## src/logic/usb_host_cmd_status_irq_regs.vh

```
// Register map and field constants for the host command/status and event block
// Overview of operation
// - Software sets reset request; controller clears it
// - Control list pending: software and controller write
// - Bulk list pending: software and controller write
// - Two-bit overrun counter, increments, wraps, read-only
// - Set overrun flag on frame schedule overrun
// - Set done-head flag after head writeback
// - Set frame start flag every frame
// - Resume flag from bus, not software resume
// - Set fatal flag on non-bus system error
// - Set wrap flag when frame bit 15 toggles
// - Set hub flag on any hub status change
// - Ownership request sets flag; enabled raises SMI
// - Write one clears a flag, zero ignored
// - Enable bit lets its flag interrupt; zero ignored
// - Master enable gates all interrupt generation
// - Route bit picks system management or normal output for the seven low events; ownership always goes to SMI
// - Disable register clears enables on written ones
`ifndef USB_HOST_CMD_STATUS_IRQ_REGS_VH
`define USB_HOST_CMD_STATUS_IRQ_REGS_VH

// ----------------------------------------------------------------------------
// Register byte offsets
// ----------------------------------------------------------------------------
`define ADDR_W               8
`define OFF_CONTROL          8'h04
`define OFF_COMMAND_STATUS   8'h08
`define OFF_EVENT_STATUS     8'h0C
`define OFF_ENABLE_SET       8'h10
`define OFF_ENABLE_CLEAR     8'h14

// ----------------------------------------------------------------------------
// Command/status fields
// ----------------------------------------------------------------------------
`define CMD_SOFT_RESET       0
`define CMD_CTRL_PENDING     1
`define CMD_BULK_PENDING     2
`define CMD_OWNER_REQ        3
`define CMD_OVR_CNT_LO       16
`define CMD_OVR_CNT_HI       17
`define OVR_CNT_W            2
`define OVR_CNT_RESET        2'h0
`define OVR_CNT_STEP         2'h1

// ----------------------------------------------------------------------------
// Control fields
// ----------------------------------------------------------------------------
`define CTL_ROUTE            8

// ----------------------------------------------------------------------------
// Event status and enable fields
// ----------------------------------------------------------------------------
`define EV_NUM               8
`define EV_OVERRUN           0
`define EV_DONE_HEAD         1
`define EV_FRAME_START       2
`define EV_RESUME            3
`define EV_FATAL             4
`define EV_FRAME_WRAP        5
`define EV_HUB_CHANGE        6
`define EV_OWNER             7
`define EV_LOW_NUM           7
`define BIT_OWNER            30
`define BIT_MASTER           31
`define FRAME_NUM_W          16
`define FRAME_MSB            15

// ----------------------------------------------------------------------------
// Reset values
// ----------------------------------------------------------------------------
`define RST_WORD             32'h00000000
`define RST_FLAGS            8'h00
`define RST_BIT              1'b0

`endif

```

## src/logic/event_flag_bank.v

```verilog
// Bank of sticky event flags, set by hardware, cleared by writing one
`include "usb_host_cmd_status_irq_regs.vh"
`default_nettype none

module event_flag_bank #(
  parameter NUM = 8
) (
  // Clock and reset
  input  wire           ref_clk,
  input  wire           sys_rst,
  // Hardware event pulses
  input  wire [NUM-1:0] setPulse,
  // Software clear mask
  input  wire           clrEn,
  input  wire [NUM-1:0] clrMask,
  // Flag state
  output wire [NUM-1:0] flags
);

  genvar i;
  generate
    for (i = 0; i < NUM; i = i + 1) begin : gFlag
      reg flagBit_q;

      always @(posedge ref_clk or posedge sys_rst) begin
        if (sys_rst) begin
          flagBit_q <= `RST_BIT;
        end else if (setPulse[i]) begin
          // Set beats a clear in the same cycle
          flagBit_q <= 1'b1;
        end else if (clrEn && clrMask[i]) begin
          flagBit_q <= 1'b0;
        end
      end

      assign flags[i] = flagBit_q;
    end
  endgenerate

endmodule

`default_nettype wire

```

## src/logic/usb_host_cmd_status_irq.v

```verilog
// Command/status word, event flags and interrupt enables of a USB host controller
`include "usb_host_cmd_status_irq_regs.vh"
`default_nettype none

module usb_host_cmd_status_irq (
  // Clock and reset
  input  wire                    ref_clk,
  input  wire                    sys_rst,
  // Register port
  input  wire [`ADDR_W-1:0]      regAddr,
  input  wire [31:0]             regWrData,
  input  wire                    regWrEn,
  input  wire                    regRdEn,
  output reg  [31:0]             regRdData,
  // Controller engine events
  input  wire                    schedOverrun,
  input  wire                    doneHeadWritten,
  input  wire                    frameStart,
  input  wire                    resumeSignal,
  input  wire                    resumeState,
  input  wire                    fatalSystemError,
  input  wire [`FRAME_NUM_W-1:0] frameNumber,
  input  wire                    hubStatusChange,
  // Controller side of the command word
  input  wire                    softResetDone,
  input  wire                    ctrlListClear,
  input  wire                    bulkListClear,
  input  wire                    ownerChangeDone,
  output wire                    softResetRequest,
  output wire                    controlListPending,
  output wire                    bulkListPending,
  output wire                    ownershipChangeRequest,
  output wire                    irqRouteSelect,
  // Interrupt outputs
  output reg                     systemMgmtIrqOut,
  output reg                     normalIrqOut
);

  // --------------------------------------------------------------------------
  // Address decode
  // --------------------------------------------------------------------------
  function hit;
    input [`ADDR_W-1:0] addr;
    input [`ADDR_W-1:0] off;
    begin
      hit = (addr == off);
    end
  endfunction

  wire wrControl = regWrEn && hit(regAddr, `OFF_CONTROL);
  wire wrCommand = regWrEn && hit(regAddr, `OFF_COMMAND_STATUS);
  wire wrStatus  = regWrEn && hit(regAddr, `OFF_EVENT_STATUS);
  wire wrEnSet   = regWrEn && hit(regAddr, `OFF_ENABLE_SET);
  wire wrEnClr   = regWrEn && hit(regAddr, `OFF_ENABLE_CLEAR);

  // --------------------------------------------------------------------------
  // Control word: routing bit
  // --------------------------------------------------------------------------
  reg routeSel_q;

  always @(posedge ref_clk or posedge sys_rst) begin
    if (sys_rst) begin
      routeSel_q <= `RST_BIT;
    end else if (wrControl) begin
      routeSel_q <= regWrData[`CTL_ROUTE];
    end
  end

  assign irqRouteSelect = routeSel_q;

  // --------------------------------------------------------------------------
  // Command word
  // --------------------------------------------------------------------------
  reg                  softReset_q;
  reg                  ctrlPending_q;
  reg                  bulkPending_q;
  reg                  ownerReq_q;
  reg [`OVR_CNT_W-1:0] ovrCount_q;

  wire ownerReqWrite = wrCommand && regWrData[`CMD_OWNER_REQ];

  // Software sets, controller clears once its reset is done
  always @(posedge ref_clk or posedge sys_rst) begin
    if (sys_rst) begin
      softReset_q <= `RST_BIT;
    end else if (wrCommand && regWrData[`CMD_SOFT_RESET]) begin
      softReset_q <= 1'b1;
    end else if (softResetDone) begin
      softReset_q <= 1'b0;
    end
  end

  // Software write has priority over controller clear
  always @(posedge ref_clk or posedge sys_rst) begin
    if (sys_rst) begin
      ctrlPending_q <= `RST_BIT;
    end else if (wrCommand) begin
      ctrlPending_q <= regWrData[`CMD_CTRL_PENDING];
    end else if (ctrlListClear) begin
      ctrlPending_q <= 1'b0;
    end
  end

  always @(posedge ref_clk or posedge sys_rst) begin
    if (sys_rst) begin
      bulkPending_q <= `RST_BIT;
    end else if (wrCommand) begin
      bulkPending_q <= regWrData[`CMD_BULK_PENDING];
    end else if (bulkListClear) begin
      bulkPending_q <= 1'b0;
    end
  end

  // Request held until the controller reports the hand-over
  always @(posedge ref_clk or posedge sys_rst) begin
    if (sys_rst) begin
      ownerReq_q <= `RST_BIT;
    end else if (ownerReqWrite) begin
      ownerReq_q <= 1'b1;
    end else if (ownerChangeDone) begin
      ownerReq_q <= 1'b0;
    end
  end

  // Overrun counter wraps naturally at its width
  always @(posedge ref_clk or posedge sys_rst) begin
    if (sys_rst) begin
      ovrCount_q <= `OVR_CNT_RESET;
    end else if (schedOverrun) begin
      ovrCount_q <= ovrCount_q + `OVR_CNT_STEP;
    end
  end

  assign softResetRequest       = softReset_q;
  assign controlListPending     = ctrlPending_q;
  assign bulkListPending        = bulkPending_q;
  assign ownershipChangeRequest = ownerReq_q;

  // --------------------------------------------------------------------------
  // Frame number wrap detection
  // --------------------------------------------------------------------------
  reg frameMsb_q;
  reg frameSeen_q;

  always @(posedge ref_clk or posedge sys_rst) begin
    if (sys_rst) begin
      frameMsb_q <= `RST_BIT;
    end else begin
      frameMsb_q <= frameNumber[`FRAME_MSB];
    end
  end

  // First sample after reset only primes the history
  always @(posedge ref_clk or posedge sys_rst) begin
    if (sys_rst) begin
      frameSeen_q <= `RST_BIT;
    end else begin
      frameSeen_q <= 1'b1;
    end
  end

  wire frameWrap = frameSeen_q && (frameNumber[`FRAME_MSB] != frameMsb_q);

  // --------------------------------------------------------------------------
  // Event flags
  // --------------------------------------------------------------------------
  wire [`EV_NUM-1:0] evSet;
  wire [`EV_NUM-1:0] evClrMask;
  wire [`EV_NUM-1:0] evFlags;

  assign evSet[`EV_OVERRUN]     = schedOverrun;
  assign evSet[`EV_DONE_HEAD]   = doneHeadWritten;
  assign evSet[`EV_FRAME_START] = frameStart;
  // Software-entered resume is not a detected resume
  assign evSet[`EV_RESUME]      = resumeSignal && !resumeState;
  assign evSet[`EV_FATAL]       = fatalSystemError;
  assign evSet[`EV_FRAME_WRAP]  = frameWrap;
  assign evSet[`EV_HUB_CHANGE]  = hubStatusChange;
  assign evSet[`EV_OWNER]       = ownerReqWrite;

  // Clearing done-head before saving the head is up to software
  assign evClrMask = {regWrData[`BIT_OWNER],
                      regWrData[`EV_LOW_NUM-1:0]};

  event_flag_bank #(
    .NUM      (`EV_NUM)
  ) uFlags (
    .ref_clk  (ref_clk),
    .sys_rst  (sys_rst),
    .setPulse (evSet),
    .clrEn    (wrStatus),
    .clrMask  (evClrMask),
    .flags    (evFlags)
  );

  // --------------------------------------------------------------------------
  // Interrupt enables
  // --------------------------------------------------------------------------
  reg [`EV_NUM-1:0] evEnable_q;
  reg               masterEn_q;

  wire [`EV_NUM-1:0] enWrMask = evClrMask;

  // Ones in the set register set, ones in the clear register clear
  always @(posedge ref_clk or posedge sys_rst) begin
    if (sys_rst) begin
      evEnable_q <= `RST_FLAGS;
    end else if (wrEnSet) begin
      evEnable_q <= evEnable_q | enWrMask;
    end else if (wrEnClr) begin
      evEnable_q <= evEnable_q & ~enWrMask;
    end
  end

  // Master enable uses the same set and clear pair
  always @(posedge ref_clk or posedge sys_rst) begin
    if (sys_rst) begin
      masterEn_q <= `RST_BIT;
    end else if (wrEnSet) begin
      masterEn_q <= masterEn_q | regWrData[`BIT_MASTER];
    end else if (wrEnClr) begin
      masterEn_q <= masterEn_q & ~regWrData[`BIT_MASTER];
    end
  end

  // --------------------------------------------------------------------------
  // Interrupt generation
  // --------------------------------------------------------------------------
  wire [`EV_NUM-1:0] evActive = evFlags & evEnable_q;
  wire lowActive   = |evActive[`EV_LOW_NUM-1:0];
  wire ownerActive = evActive[`EV_OWNER];

  // Levels follow the flags and enables, so they drop only when software clears one or changes the route bit
  always @(posedge ref_clk or posedge sys_rst) begin
    if (sys_rst) begin
      systemMgmtIrqOut <= `RST_BIT;
      normalIrqOut     <= `RST_BIT;
    end else begin
      systemMgmtIrqOut <= masterEn_q &&
                          ((lowActive && routeSel_q) || ownerActive);
      normalIrqOut     <= masterEn_q && lowActive && !routeSel_q;
    end
  end

  // --------------------------------------------------------------------------
  // Read-back words
  // --------------------------------------------------------------------------
  reg [31:0] controlWord;
  reg [31:0] commandWord;
  reg [31:0] statusWord;
  reg [31:0] enableWord;

  // Unlisted bits stay zero
  always @* begin
    controlWord = `RST_WORD;
    controlWord[`CTL_ROUTE] = routeSel_q;
  end

  always @* begin
    commandWord = `RST_WORD;
    commandWord[`CMD_SOFT_RESET]   = softReset_q;
    commandWord[`CMD_CTRL_PENDING] = ctrlPending_q;
    commandWord[`CMD_BULK_PENDING] = bulkPending_q;
    commandWord[`CMD_OWNER_REQ]    = ownerReq_q;
    commandWord[`CMD_OVR_CNT_HI:`CMD_OVR_CNT_LO] = ovrCount_q;
  end

  always @* begin
    statusWord = `RST_WORD;
    statusWord[`EV_LOW_NUM-1:0] = evFlags[`EV_LOW_NUM-1:0];
    statusWord[`BIT_OWNER]      = evFlags[`EV_OWNER];
  end

  always @* begin
    enableWord = `RST_WORD;
    enableWord[`EV_LOW_NUM-1:0] = evEnable_q[`EV_LOW_NUM-1:0];
    enableWord[`BIT_OWNER]      = evEnable_q[`EV_OWNER];
    enableWord[`BIT_MASTER]     = masterEn_q;
  end

  // --------------------------------------------------------------------------
  // Read data, one cycle after the strobe
  // --------------------------------------------------------------------------
  reg [31:0] rdMux;

  always @* begin
    case (regAddr)
      `OFF_CONTROL:        rdMux = controlWord;
      `OFF_COMMAND_STATUS: rdMux = commandWord;
      `OFF_EVENT_STATUS:   rdMux = statusWord;
      `OFF_ENABLE_SET:     rdMux = enableWord;
      `OFF_ENABLE_CLEAR:   rdMux = enableWord;
      default:             rdMux = `RST_WORD;
    endcase
  end

  always @(posedge ref_clk or posedge sys_rst) begin
    if (sys_rst) begin
      regRdData <= `RST_WORD;
    end else if (regRdEn) begin
      regRdData <= rdMux;
    end else begin
      regRdData <= `RST_WORD;
    end
  end

endmodule

`default_nettype wire

```

## config.mk

```make
export PLATFORM = sky130hd
export DESIGN_NAME = usb_host_cmd_status_irq
export DESIGN_NICKNAME = d
export VERILOG_FILES = /design/src/logic/event_flag_bank.v /design/src/logic/usb_host_cmd_status_irq.v
export VERILOG_INCLUDE_DIRS = /design/src /design/src/logic
export SDC_FILE = /design/constraint.sdc
export NUM_CORES = 1
export LEC_CHECK = 0
export BUFFER_PORTS_ARGS = -buffer_cell sky130_fd_sc_hd__buf_2
export CORE_UTILIZATION = 30
export CTS_CLUSTER_SIZE = 10
export DETAILED_ROUTE_END_ITERATION = 12
export PLACE_DENSITY_LB_ADDON = 0.08
export SETUP_SLACK_MARGIN = 0.3
export SKIP_CTS_REPAIR_TIMING = 1
export SYNTH_ARGS = -nofsm -noshare
export SYNTH_HDL_FRONTEND = slang
export SYNTH_SLANG_ARGS = --single-unit
```

## constraint.sdc

```tcl
create_clock -name ref_clk -period 3.13 [get_ports ref_clk]
set_input_delay 0 -clock ref_clk [delete_from_list [all_inputs] [get_ports ref_clk]]
set_output_delay 0 -clock ref_clk [all_outputs]
set_load 0.01 [all_outputs]
```

Yosys cells after proc, flatten, opt, wreduce, memory -nomap -nowiden
Cells that the tools add are included.
- flip-flop bits (word level): 60
- latch bits: 0
- memory bits (writable): 0
- memory bits (read-only): 0
- input port bits: 71
- output and inout port bits: 39
- logic and storage cells: 104
- memories kept: 0
- $add $sub $neg: 1
- $mul: 0
- divide/modulo/power cells: 0
- order comparisons: 0
- equal/unequal tests: 6
- shift-type cells: 0
- multiplexer cells: 30
- bitwise logic cells: 7
- reduce and logical (&&, ||, !) cells: 39
- operators by type and width (kind ; number):
    $pmux W32 S4 ; 1
    $mux W32 ; 1
    $mux W1 ; 26
    $reduce_bool A2 Y1 ; 13
    $logic_and A1 B1 Y1 ; 21
    $and A8 B8 Y8 ; 2
    $eq A8 B4 Y1 const B ; 2
    $eq A8 B5 Y1 const B ; 2
    $mux W8 ; 2
    $eq A8 B3 Y1 const B ; 1
    $not A8 Y8 ; 1
    $or A8 B8 Y8 ; 1
    $reduce_or A7 Y1 ; 1
    $add A2 B1 Y2 const B ; 1
    $logic_not A1 Y1 ; 2
    $reduce_or A2 Y1 ; 1
    $and A1 B1 Y1 ; 1
    $logic_or A1 B1 Y1 ; 1
    $ne A1 B1 Y1 ; 1
    $not A1 Y1 ; 1
    $or A1 B1 Y1 ; 1

Longest topological paths before layout
Gate-level depths: netlist of run 1.
- depth in word-level cells: 5
- depth in mapped cells: 5
- depth with buffers taken out: 3

By module
A second synthesis of run 1 with hierarchy kept.
- cell total of the unflattened synthesis: 183
- area, all modules: 1993.2 sq um
- by module, submodules not included (module ; times used ; cells each ; area each (sq um) ; seq. area each (sq um)):
    usb_host_cmd_status_irq ; 1 ; 149 ; 1631.6 ; 800.8
    event_flag_bank ; 1 ; 34 ; 361.6 ; 200.2

Worst setup path after synthesis of run 1
Ideal clock, no wire load.
- path type: input to register
- start point: in regAddr[4]
- end point: reg routeSel_q (netlist: irqRouteSelect)
- setup time: 0.125 ns
- data arrival time: 0.964 ns
- data required time: 3.005 ns
- slack: 2.041 ns
- cell stages on the path: 5
- buffers on the path: 2
- path through: buf_6 nor4b_4 buf_6 nand4b_4 mux2_4
- cells in the longest elaborated chain, start to end: 2
- ends and longest elaborated chain (what ; line ; text):
    start: declaration ; usb_host_cmd_status_irq.v:10 ; input wire [`ADDR_W-1:0] regAddr,
    $eq A8 B3 Y1 ; usb_host_cmd_status_irq.v:46 ; hit = (addr == off);
    $logic_and A1 B1 Y1 ; usb_host_cmd_status_irq.v:50 ; wire wrControl = regWrEn && hit(regAddr, `OFF_CONTROL);
    end signal: assignment ; usb_host_cmd_status_irq.v:63 ; routeSel_q <= `RST_BIT;
    end signal: assignment ; usb_host_cmd_status_irq.v:65 ; routeSel_q <= regWrData[`CTL_ROUTE];
    end: declaration ; usb_host_cmd_status_irq.v:59 ; reg routeSel_q;
No other way between the ends.
A chain may end at the register's enable or synchronous reset.

Worst setup path in the final report of run 1
- start point: in regAddr[5]
- end point: reg softReset_q (netlist: softResetRequest)
- cells in the longest elaborated chain, start to end: 4
- elaborated cells on any way between the ends: 5
- ends and longest elaborated chain (what ; line ; text):
    $eq A8 B4 Y1 (*) ; usb_host_cmd_status_irq.v:46 ;
    $logic_and A1 B1 Y1 (*) ; usb_host_cmd_status_irq.v:51 ; wire wrCommand = regWrEn && hit(regAddr, `OFF_COMMAND_STATUS);
    $logic_and A1 B1 Y1 (*) ; usb_host_cmd_status_irq.v:86 ; end else if (wrCommand && regWrData[`CMD_SOFT_RESET]) begin
    $mux W1 or $reduce_bool A2 Y1 (tied branches) ; n/a ;
    end signal: assignment ; usb_host_cmd_status_irq.v:85 ; softReset_q <= `RST_BIT;
    end: declaration ; usb_host_cmd_status_irq.v:74 ; reg softReset_q;
Mark *: on every way between the ends. The rest lies on a longest branch, timed or not.

==> results of run 1 <==
==> layout by cell type (no fill, tap or decap), drive strengths merged, types with 2 or more instances in the layout <==
| cell | count |
|---|---|
| a41oi | 4 |
| nor3 | 2 |
| a21o | 5 |
| nand2 | 5 |
| a21oi | 4 |
| dlygate4sd3 | 18 |
| a22oi | 6 |
| buf | 55 |
| and3 | 2 |
| mux2 | 13 |
| nand4 | 20 |
| dfrtp | 40 |
| nand3 | 5 |
| conb | 21 |
| nor2b | 3 |
| a31oi | 3 |
| nor4b | 3 |
| clkbuf | 7 |
| o22ai | 2 |
| a22o | 2 |
| inv | 9 |
| xor2 | 2 |
| nor2 | 5 |
| and2 | 7 |
| nor3b | 3 |
==> final cells by class <==
type / instances / area, um2 / share of cell area (%)
Clock buffer: 7 / 96.3 / 3.66
Clock inverter: 1 / 30.0 / 1.14
Timing Repair Buffer: 73 / 463 / 17.6
Multi-Input combinational cell: 128 / 906 / 34.4
Inverter: 9 / 33.8 / 1.28
Tap cell: 80 / 100 / 3.81
Sequential cell: 40 / 1000 / 38.1
==> report_power, final <==
part | internal [mW] | switching [mW]
logic | 0.0677 | 0.0847
registers | 0.540 | 0.0177
clock network | 0.282 | 0.186
==> cells in the mapped netlist, drive strengths merged <==
cell type  instances  area (um2)
nand3b             1        7.51
a21o               5        37.5
nor4b              3        53.8
clkbuf             2        7.51
a41oi              4        35.0
inv                9        33.8
xor2               2        17.5
a31oi              3        18.8
and2               7        43.8
or3                1        6.26
a222oi             1        10.0
and3               2        12.5
a22oi              6        45.0
nor2               5        18.8
a22o               2        17.5
a2bb2oi            1        8.76
mux2              13         150
a21oi              4        20.0
nand2              5        18.8
dfrtp             40        1000
nand3              5        25.0
and4               1        8.76
and3b              1        8.76
o21ai              1        5.00
nor4               1        6.26
nor3               2        21.3
and2b              1        7.51
conb               2        7.51
buf               28         220
nand4             20         125
nor3b              3        33.8
nor2b              3        18.8
xnor2              1        8.76
nand4b             1        23.8
o22ai              2        12.5
==> logic make-up (layout without fill, tap and decap cells) <==
logic type / count (synthesis) / in the layout / share of synthesized area, %
AND/OR/NAND/NOR: 62 / 62 / 21.0
flip-flops: 40 / 40 / 47.7
buffers and inverters: 39 / 90 / 12.5
AO/OA/AOI/OAI: 29 / 29 / 10.0
multiplexers: 13 / 13 / 7.16
XOR/XNOR: 3 / 3 / 1.25
other: 2 / 21 / 0.358
==> per-layer routing <==
metal  GRT usage (%)  vias up  part of all wire (%)
met1            20.9      799                    46
li1                -      777                     -
met5               0        -                     0
met3            3.56        9                   5.0
met4            5.45        0                   1.6
met2            23.5       55                    48
==> metrics by stage <==
stage	util (%)	instance area, um2	total power [mW]
floorplan	-	2170	0.676
global placement	34.4	2320	0.708
detailed placement	34.4	2320	0.707
CTS	36.3	2450	1.18
global route	38.9	2630	1.24
finish	38.9	2630	1.18
==> path summary, 6_finish.rpt <==
| path | slack [ns] | from | cells after the start | endpoint |
|---|---|---|---|---|
| min in group asynchronous | 0.39 | sys_rst | 3 | asynchronous set/reset pin |
| min reg2reg | 0.47 | frameSeen_q | 1 | uFlags.gFlag[5].flagBit_q |
| max in group asynchronous | 1.96 | sys_rst | 4 | asynchronous set/reset pin |
| max reg2reg | 1.83 | uFlags.gFlag[3].flagBit_q | 2 | uFlags.gFlag[3].flagBit_q |
| min | -0.01 | regRdEn | 2 | regRdData[31] |
| max | 1.48 | regAddr[5] | 6 | softResetRequest |
==> worst max-delay path, stage by stage <==
cell           delay (ns)
buf_2                0.11
nor3_4               0.27
buf_4                0.36
nand4_1              0.34
o22ai_1              0.22
dlygate4sd3_1        0.57
==> qor.txt, run 1 <==
Status -> finished with violations
Failing checks -> negative hold slack
Worst skew pair latency -> 0.30 ns
CP endpoint kind -> flip-flop
Layout cell share with drive strength beyond 1 -> 29.8%
Mapped Cells -> 188
Synthesized area per cell -> 11.2 um2
Routed vias -> 1640
Final setup fails -> 0
Cell Area, Synth -> 2100 um2
Final setup TNS -> 0 ns
Final wirelength -> 5300 um
Largest fanout on the critical path -> 29
Die footprint -> 7330 um2
Root Buffer Master -> clkbuf_8
Crit path DAT -> 1.88 ns
Detail Placement HPWL -> 3580 um
CTS Buffer Depth -> 2
N_diodes -> 0
WHS -> -0.0115 ns
Max_slew headroom -> 47.6%
Distinct cells, synth -> 42
Final Cycle Share -> 52.6%
Max Cap Viol -> 0
Number of global-route vias before repair -> 1562
Drt first pass iters -> 4
Power Dens Cells -> 448 nW/um2
Largest net degree at the start of global routing -> 30
Fillers -> 706
Post-layout min period -> 1.65 ns
CTS Buf Count -> 5
First-pass GRT wire length -> 8370 um
Routed wire per std cell -> 15.7 um
Worst setup SP type -> input port
Final RePlAce weighted congestion -> 0.748
RSZ-0062 raised after global routing -> no
Yosys reg bits -> 40
Fin. Hold Viols -> 1
Congestion Overflow GR -> 0
Iter 0 DRT Violations -> 80
CTS tree -> built
All-Layer GR Usage -> 15.2%
Placeable Area -> 6760 um2
DP Cell Count -> 312
Clock skew -> 0.00905 ns
Syn-to-layout area delta -> 25.4%
Vias per cell -> 4.85
Die boundary height -> 85.6 um
Fin worst setup slack -> 1.48 ns
Nets -> 328
Max VDD drop -> 0.000210 V
Yosys Warn Count -> 0
Crit Path Category -> input port to flip-flop
CTS H-Tree Depth -> 2
Leakage -> 1.27 nW
CP required -> 3.36 ns
DRC errors left -> 0
Initial Util -> 31.0%
Worst hold path class -> input port to flip-flop
Slew @ Worst Pin -> 0.784 ns
Die W -> 85.6 um
Clock transition at path regs -> 0.08 ns
Final cell count without fillers -> 338
FMAX -> 608 MHz
Initial antenna violation count -> 0
Top-level I/O count -> 110
Row Count -> 30
Pre-CTS setup slack -> 1.52 ns
Register area share after synthesis -> 47.7%
Clk sink count -> 40
ANT nets after route -> 0
IO buf count -> 52
Slew Viols, Final -> 0
(Power assumes the default switching activity.)
==> run 2, diff against run 1 <==
Clock period 3.13 ns to 1.6 ns, I/O delays scaled along.
==> run 2 against run 1 <==
Net effect: the flow still finishes with violations (negative hold slack); sequential power increased by 95%; worst setup slack got worse by 1.1 ns; clock skew down 0.0039 ns; count of clock-buffer cells in the layout decreased by 1; design area up 2.7%; first-iteration DRC count increased by 8.8%; cell count rose by 3.8%; highest routed layer unchanged.
==> qor.txt, run 2 (synthesis gave the netlist of run 1 again) <==
Status -> finished with violations
Failing checks -> negative hold slack
Nets -> 341 (+4.0%)
Final setup TNS -> 0 ns (unchanged)
P_int -> 1.55 mW (+75%)
Die boundary height -> 85.6 um (unchanged)
CTS H-Tree Depth -> 2 (unchanged)
Crit Path Category -> flip-flop to flip-flop
Final Cycle Share -> 78.8%
Fillers -> 675 (-4.4%)
Max_slew headroom -> 64.5% (+17 points)
Drt first pass iters -> 4 (unchanged)
ANT nets after route -> 0 (unchanged)
Commonest non-fill, non-tap cell in the layout -> buf_2
Leakage -> 1.31 nW (+3.6%)
Initial antenna violation count -> 0 (unchanged)
First-pass GRT wire length -> 8240 um (-1.6%)
Largest fanout on the critical path -> 3 (-90%)
Final RePlAce weighted congestion -> 0.762 (+1.9%)
Routed vias -> 1688 (+2.9%)
FMAX -> 793 MHz
Crit path DAT -> 1.45 ns (-0.43 ns)
Initial Util -> 31.0% (unchanged)
Worst skew pair latency -> 0.29 ns (about the same)
Slew @ Worst Pin -> 0.533 ns (-0.252 ns)
Post-layout min period -> 1.26 ns
Root Buffer Master -> clkbuf_8
Detail Placement HPWL -> 3730 um (+4.2%)
Max VDD drop -> 0.000278 V (+32%)
Clock skew -> 0.00510 ns (-0.00395 ns)
Clock power frac -> 33.3% (-6.4 points)
Max Cap Viol -> 0 (unchanged)
Congestion Overflow GR -> 0 (unchanged)
Seq pwr share -> 51.6% (+4.2 points)
Worst hold path class -> input port to flip-flop
CP endpoint kind -> flip-flop
Largest net degree at the start of global routing -> 41 (+37%)
Row Count -> 30 (unchanged)
Commonest cells after routing, fill and taps aside -> buf_2 (52), dfrtp_1 (40), conb_1 (21), dlygate4sd3_1 (21), nand4_1 (20)
Layout cell share with drive strength beyond 1 -> 32.1% (+2.3 points)
Fin. Hold Viols -> 1 (unchanged)
Worst setup SP type -> flip-flop
IO buf count -> 52 (unchanged)
Slew Viols, Final -> 0 (unchanged)
All-Layer GR Usage -> 14.8% (-0.39 points)
Die W -> 85.6 um (unchanged)
Final cell count without fillers -> 351 (+3.8%)
Combinational share of power -> 15.2% (+2.3 points)
Final wirelength -> 5250 um (-0.94%)
Clk sink count -> 40 (unchanged)
RSZ-0062 raised after global routing -> yes
CTS Buf Count -> 5 (unchanged)
Top-level I/O count -> 110 (unchanged)
Routed wire per std cell -> 14.9 um (-4.6%)
CTS tree -> built
Placeable Area -> 6760 um2 (unchanged)
Vias per cell -> 4.81 (-0.89%)
WHS -> -0.00346 ns (+0.00802 ns)
DRC errors left -> 0 (unchanged)
Power Dens Cells -> 784 nW/um2 (+75%)
Die footprint -> 7330 um2 (unchanged)
Syn-to-layout area delta -> 28.8%
Number of global-route vias before repair -> 1571 (+0.58%)
Sw power -> 0.564 mW (+95%)
Switching share of power -> 26.6% (+2.1 points)
Iter 0 DRT Violations -> 87 (+8.8%)
Clock transition at path regs -> 0.08 ns (about the same)
DP Cell Count -> 321 (+2.9%)
CTS Buffer Depth -> 2 (unchanged)
CP required -> 1.79 ns (-1.57 ns)
N_diodes -> 0 (unchanged)
Final setup fails -> 0 (unchanged)
-- run 2: changes by cell type in the layout (fill, tap and decap cells not counted), sizes merged --
cell and delta:
bufinv -1, clkinv +2, buf +10, clkbuf -1, dlygate4sd3 +3
-- run 2: critical path: stages, from the launching register on --
cell      delay (ns)
dfrtp_1         0.42
a222oi_1        0.40
and3_1          0.26
o21ai_1         0.08
-- run 2: final cells by class --
| type | count | area (um2) | share of cell area (%) |
|---|---|---|---|
| Sequential cell | 40 | 1000 | 37.1 |
| Timing Repair Buffer | 86 | 568 | 21.0 |
| Inverter | 9 | 33.8 | 1.25 |
| Tap cell | 80 | 100 | 3.71 |
| Clock inverter | 2 | 10.0 | 0.371 |
| Multi-Input combinational cell | 128 | 906 | 33.5 |
| Clock buffer | 6 | 82.6 | 3.06 |
-- run 2: worst paths after layout --
path	depth (start not counted)	slack, ns	endpoint	startpoint
worst max-delay path	3	0.34	systemMgmtIrqOut	uFlags.gFlag[5].flagBit_q
worst min-delay path	3	-0.003	uFlags.gFlag[3].flagBit_q	resumeState
worst max register to register	3	0.34	systemMgmtIrqOut	uFlags.gFlag[5].flagBit_q
worst min register to register	1	0.47	uFlags.gFlag[5].flagBit_q	frameSeen_q
max in group asynchronous	4	0.86	uFlags.gFlag[1].flagBit_q	sys_rst
min in group asynchronous	4	0.36	uFlags.gFlag[3].flagBit_q	sys_rst
-- run 2: through the flow --
| step | instance area (um2) | worst slack (ns) | hold WS (ns) | util, % | total power [mW] |
|---|---|---|---|---|---|
| floorplan | 2170 | 0.511 | 0.0314 | - | 1.32 |
| global placement | 2390 | 0.276 | 0.135 | 35.4 | 1.40 |
| detailed placement | 2390 | 0.273 | 0.137 | 35.4 | 1.40 |
| CTS | 2480 | 0.313 | -0.170 | 36.8 | 2.11 |
| global route | 2700 | 0.251 | 0.00503 | 40.0 | 2.23 |
| finish | 2700 | 0.340 | -0.00346 | 40.0 | 2.12 |
-- run 2: power by group through the flow --
stage	logic, mW	registers [mW]	clock network [mW]
after CTS	0.285	1.09	0.734
final	0.321	1.09	0.704
after floorplan	0.217	1.10	0
after global routing	0.357	1.10	0.771
after global placement	0.285	1.11	0
after detailed placement	0.285	1.11	0
-- run 2: routing by layer --
metal | up-vias | track usage, % | wire (um)
met5 | - | 0 | 0
met4 | 0 | 4.09 | 63
met3 | 7 | 3.66 | 197
met2 | 43 | 23.6 | 2440
met1 | 828 | 20.2 | 2540
li1 | 810 | - | -
==> run 3, diff against run 2 <==
Clock period 1.6 ns to 1.3 ns, I/O delays scaled along.
==> run 3 against run 2 <==
Net effect: non-clock buffer count is 2 lower; the flow still finishes with violations (negative hold slack); first-iteration DRC count is 20% lower; clock skew is 0.0031 ns higher; utilization is 0.76 points higher; routed wire length is 1.6% higher; cell count is 0.57% lower; die area stayed put; combinational power is 26% higher.
==> qor.txt, run 3 (synthesis gave the netlist of run 1 again) <==
Status -> finished with violations
Failing checks -> negative hold slack
CTS Buf Count -> 5 (unchanged)
Power Total -> 2.79 mW (+32%)
Initial Util -> 31.0% (unchanged)
Crit path buffers/inverters -> 0 (unchanged)
Crit. Startpoint -> uFlags.gFlag[5].flagBit_q
N_diodes -> 0 (unchanged)
Drt first pass iters -> 4 (unchanged)
CTS tree -> built
Vias per cell -> 4.77 (-0.92%)
Largest net degree at the start of global routing -> 41 (unchanged)
Routed vias -> 1663 (-1.5%)
Crit Path Category -> flip-flop to flip-flop
ANT nets after route -> 0 (unchanged)
Crit-path cells -> a222oi_1 > and3_1 > nor3b_1
Clock skew -> 0.00819 ns (+0.00309 ns)
Grt met3 use -> 3.56% (-0.096 points)
Critical-path top delay cell -> dfrtp_1
Number of global-route vias before repair -> 1637 (+4.2%)
Clock transition at path regs -> 0.08 ns (about the same)
Top Usage Layer GRT -> met2
Final setup fails -> 0 (unchanged)
RSZ-0062 raised after global routing -> yes
Commonest non-fill, non-tap cell in the layout -> buf_2
Syn-to-layout area delta -> 31.3%
Power Dens Cells -> 1020 nW/um2 (+30%)
Seq. cell area -> 1000 um2 (unchanged)
Commonest cells after routing, fill and taps aside -> buf_2 (52), dfrtp_1 (40), conb_1 (21)
Leakage -> 1.33 nW (+1.5%)
CP required -> 1.48 ns (-0.31 ns)
Iter 0 DRT Violations -> 70 (-20%)
Crit path DAT -> 1.40 ns (-0.05 ns)
Worst hold path class -> input port to flip-flop
Fillers -> 691 (+2.4%)
Die boundary height -> 85.6 um (unchanged)
Largest fanout on the critical path -> 2 (-1)
Final wirelength -> 5330 um (+1.6%)
WHS -> -0.00448 ns (-0.00102 ns)
CP endpoint kind -> flip-flop
DRC errors left -> 0 (unchanged)
Die W -> 85.6 um (unchanged)
CTS H-Tree Depth -> 2 (unchanged)
Row Count -> 30 (unchanged)
Worst skew pair latency -> 0.30 ns (about the same)
Slew Viols, Final -> 0 (unchanged)
Worst setup SP type -> flip-flop
Delay-heaviest family, CP -> flip-flops
Layout cell share with drive strength beyond 1 -> 34.9% (+2.8 points)
Max VDD drop -> 0.000370 V (+33%)
IO buf count -> 52 (unchanged)
Max Cap Viol -> 0 (unchanged)
Detail Placement HPWL -> 3720 um (-0.18%)
CP peak stage delay -> 0.40 ns (-0.02 ns)
Routed wire per std cell -> 15.3 um (+2.1%)
Placeable Area -> 6760 um2 (unchanged)
Clk sink count -> 40 (unchanged)
Final RePlAce weighted congestion -> 0.765 (+0.35%)
Fin worst setup slack -> 0.0890 ns (-0.251 ns)
Met1 GRT Util -> 21.4% (+1.2 points)
Final Cycle Share -> 93.2% (+14 points)
Post-layout min period -> 1.21 ns (-0.0494 ns)
Root Buffer Master -> clkbuf_8
Hold path start -> regRdEn
Area of the multi-input gates -> 938 um2 (+3.6%)
Top-level I/O count -> 110 (unchanged)
Congestion Overflow GR -> 0 (unchanged)
Fin. Hold Viols -> 1 (unchanged)
M2 GR Usage -> 23.3% (-0.29 points)
Reg2reg start -> uFlags.gFlag[5].flagBit_q
Pre-CTS setup slack -> -0.0556 ns (-0.329 ns)
All-Layer GR Usage -> 15.5% (+0.66 points)
Initial antenna violation count -> 0 (unchanged)
First-pass GRT wire length -> 8550 um (+3.8%)
Nets -> 339 (-0.59%)
Final Util -> 40.7% (+0.76 points)
FMAX -> 826 MHz (+4.1%)
Die footprint -> 7330 um2 (unchanged)
CTS Buffer Depth -> 2 (unchanged)
-- run 3: worst paths after layout --
kind                                                  end  slack, ns  cells past startpoint
max in group asynchronous                    regRdData[6]       0.80                      4
min in group asynchronous       uFlags.gFlag[3].flagBit_q       0.29                      4
worst min-delay path                        regRdData[31]     -0.004                      2
worst max-delay path                         normalIrqOut       0.09                      3
worst max register to register               normalIrqOut       0.09                      3
worst min register to register              ovrCount_q[1]       0.48                      1
-- run 3: final cells by class --
class,instances,share of cell area (%)
Clock buffer,5,2.50
Clock inverter,3,1.55
Inverter,9,1.23
Multi-Input combinational cell,128,34.1
Sequential cell,40,36.4
Tap cell,80,3.64
Timing Repair Buffer,84,20.6
-- run 3: power by group --
group / internal [mW] / switching, mW
clock network: 0.569 / 0.475
registers: 1.30 / 0.0456
logic: 0.194 / 0.212
total: 2.06 / 0.732
-- run 3: routing by layer --
| layer | vias to the layer above | share of wire (%) |
|---|---|---|
| met5 | - | 0 |
| met4 | 0 | 2.0 |
| met3 | 9 | 4.6 |
| met2 | 50 | 45 |
| met1 | 803 | 49 |
| li1 | 801 | - |
-- run 3: through the flow --
| step | instance area [um2] | setup TNS, ns | cells |
|---|---|---|---|
| after global placement | 2430 | -0.144 | 323 |
| after floorplan | 2170 | 0 | 207 |
| after detailed placement | 2430 | -0.167 | 323 |
| after CTS | 2540 | 0 | 331 |
| final | 2750 | 0 | 349 |
| after global routing | 2750 | 0 | 349 |
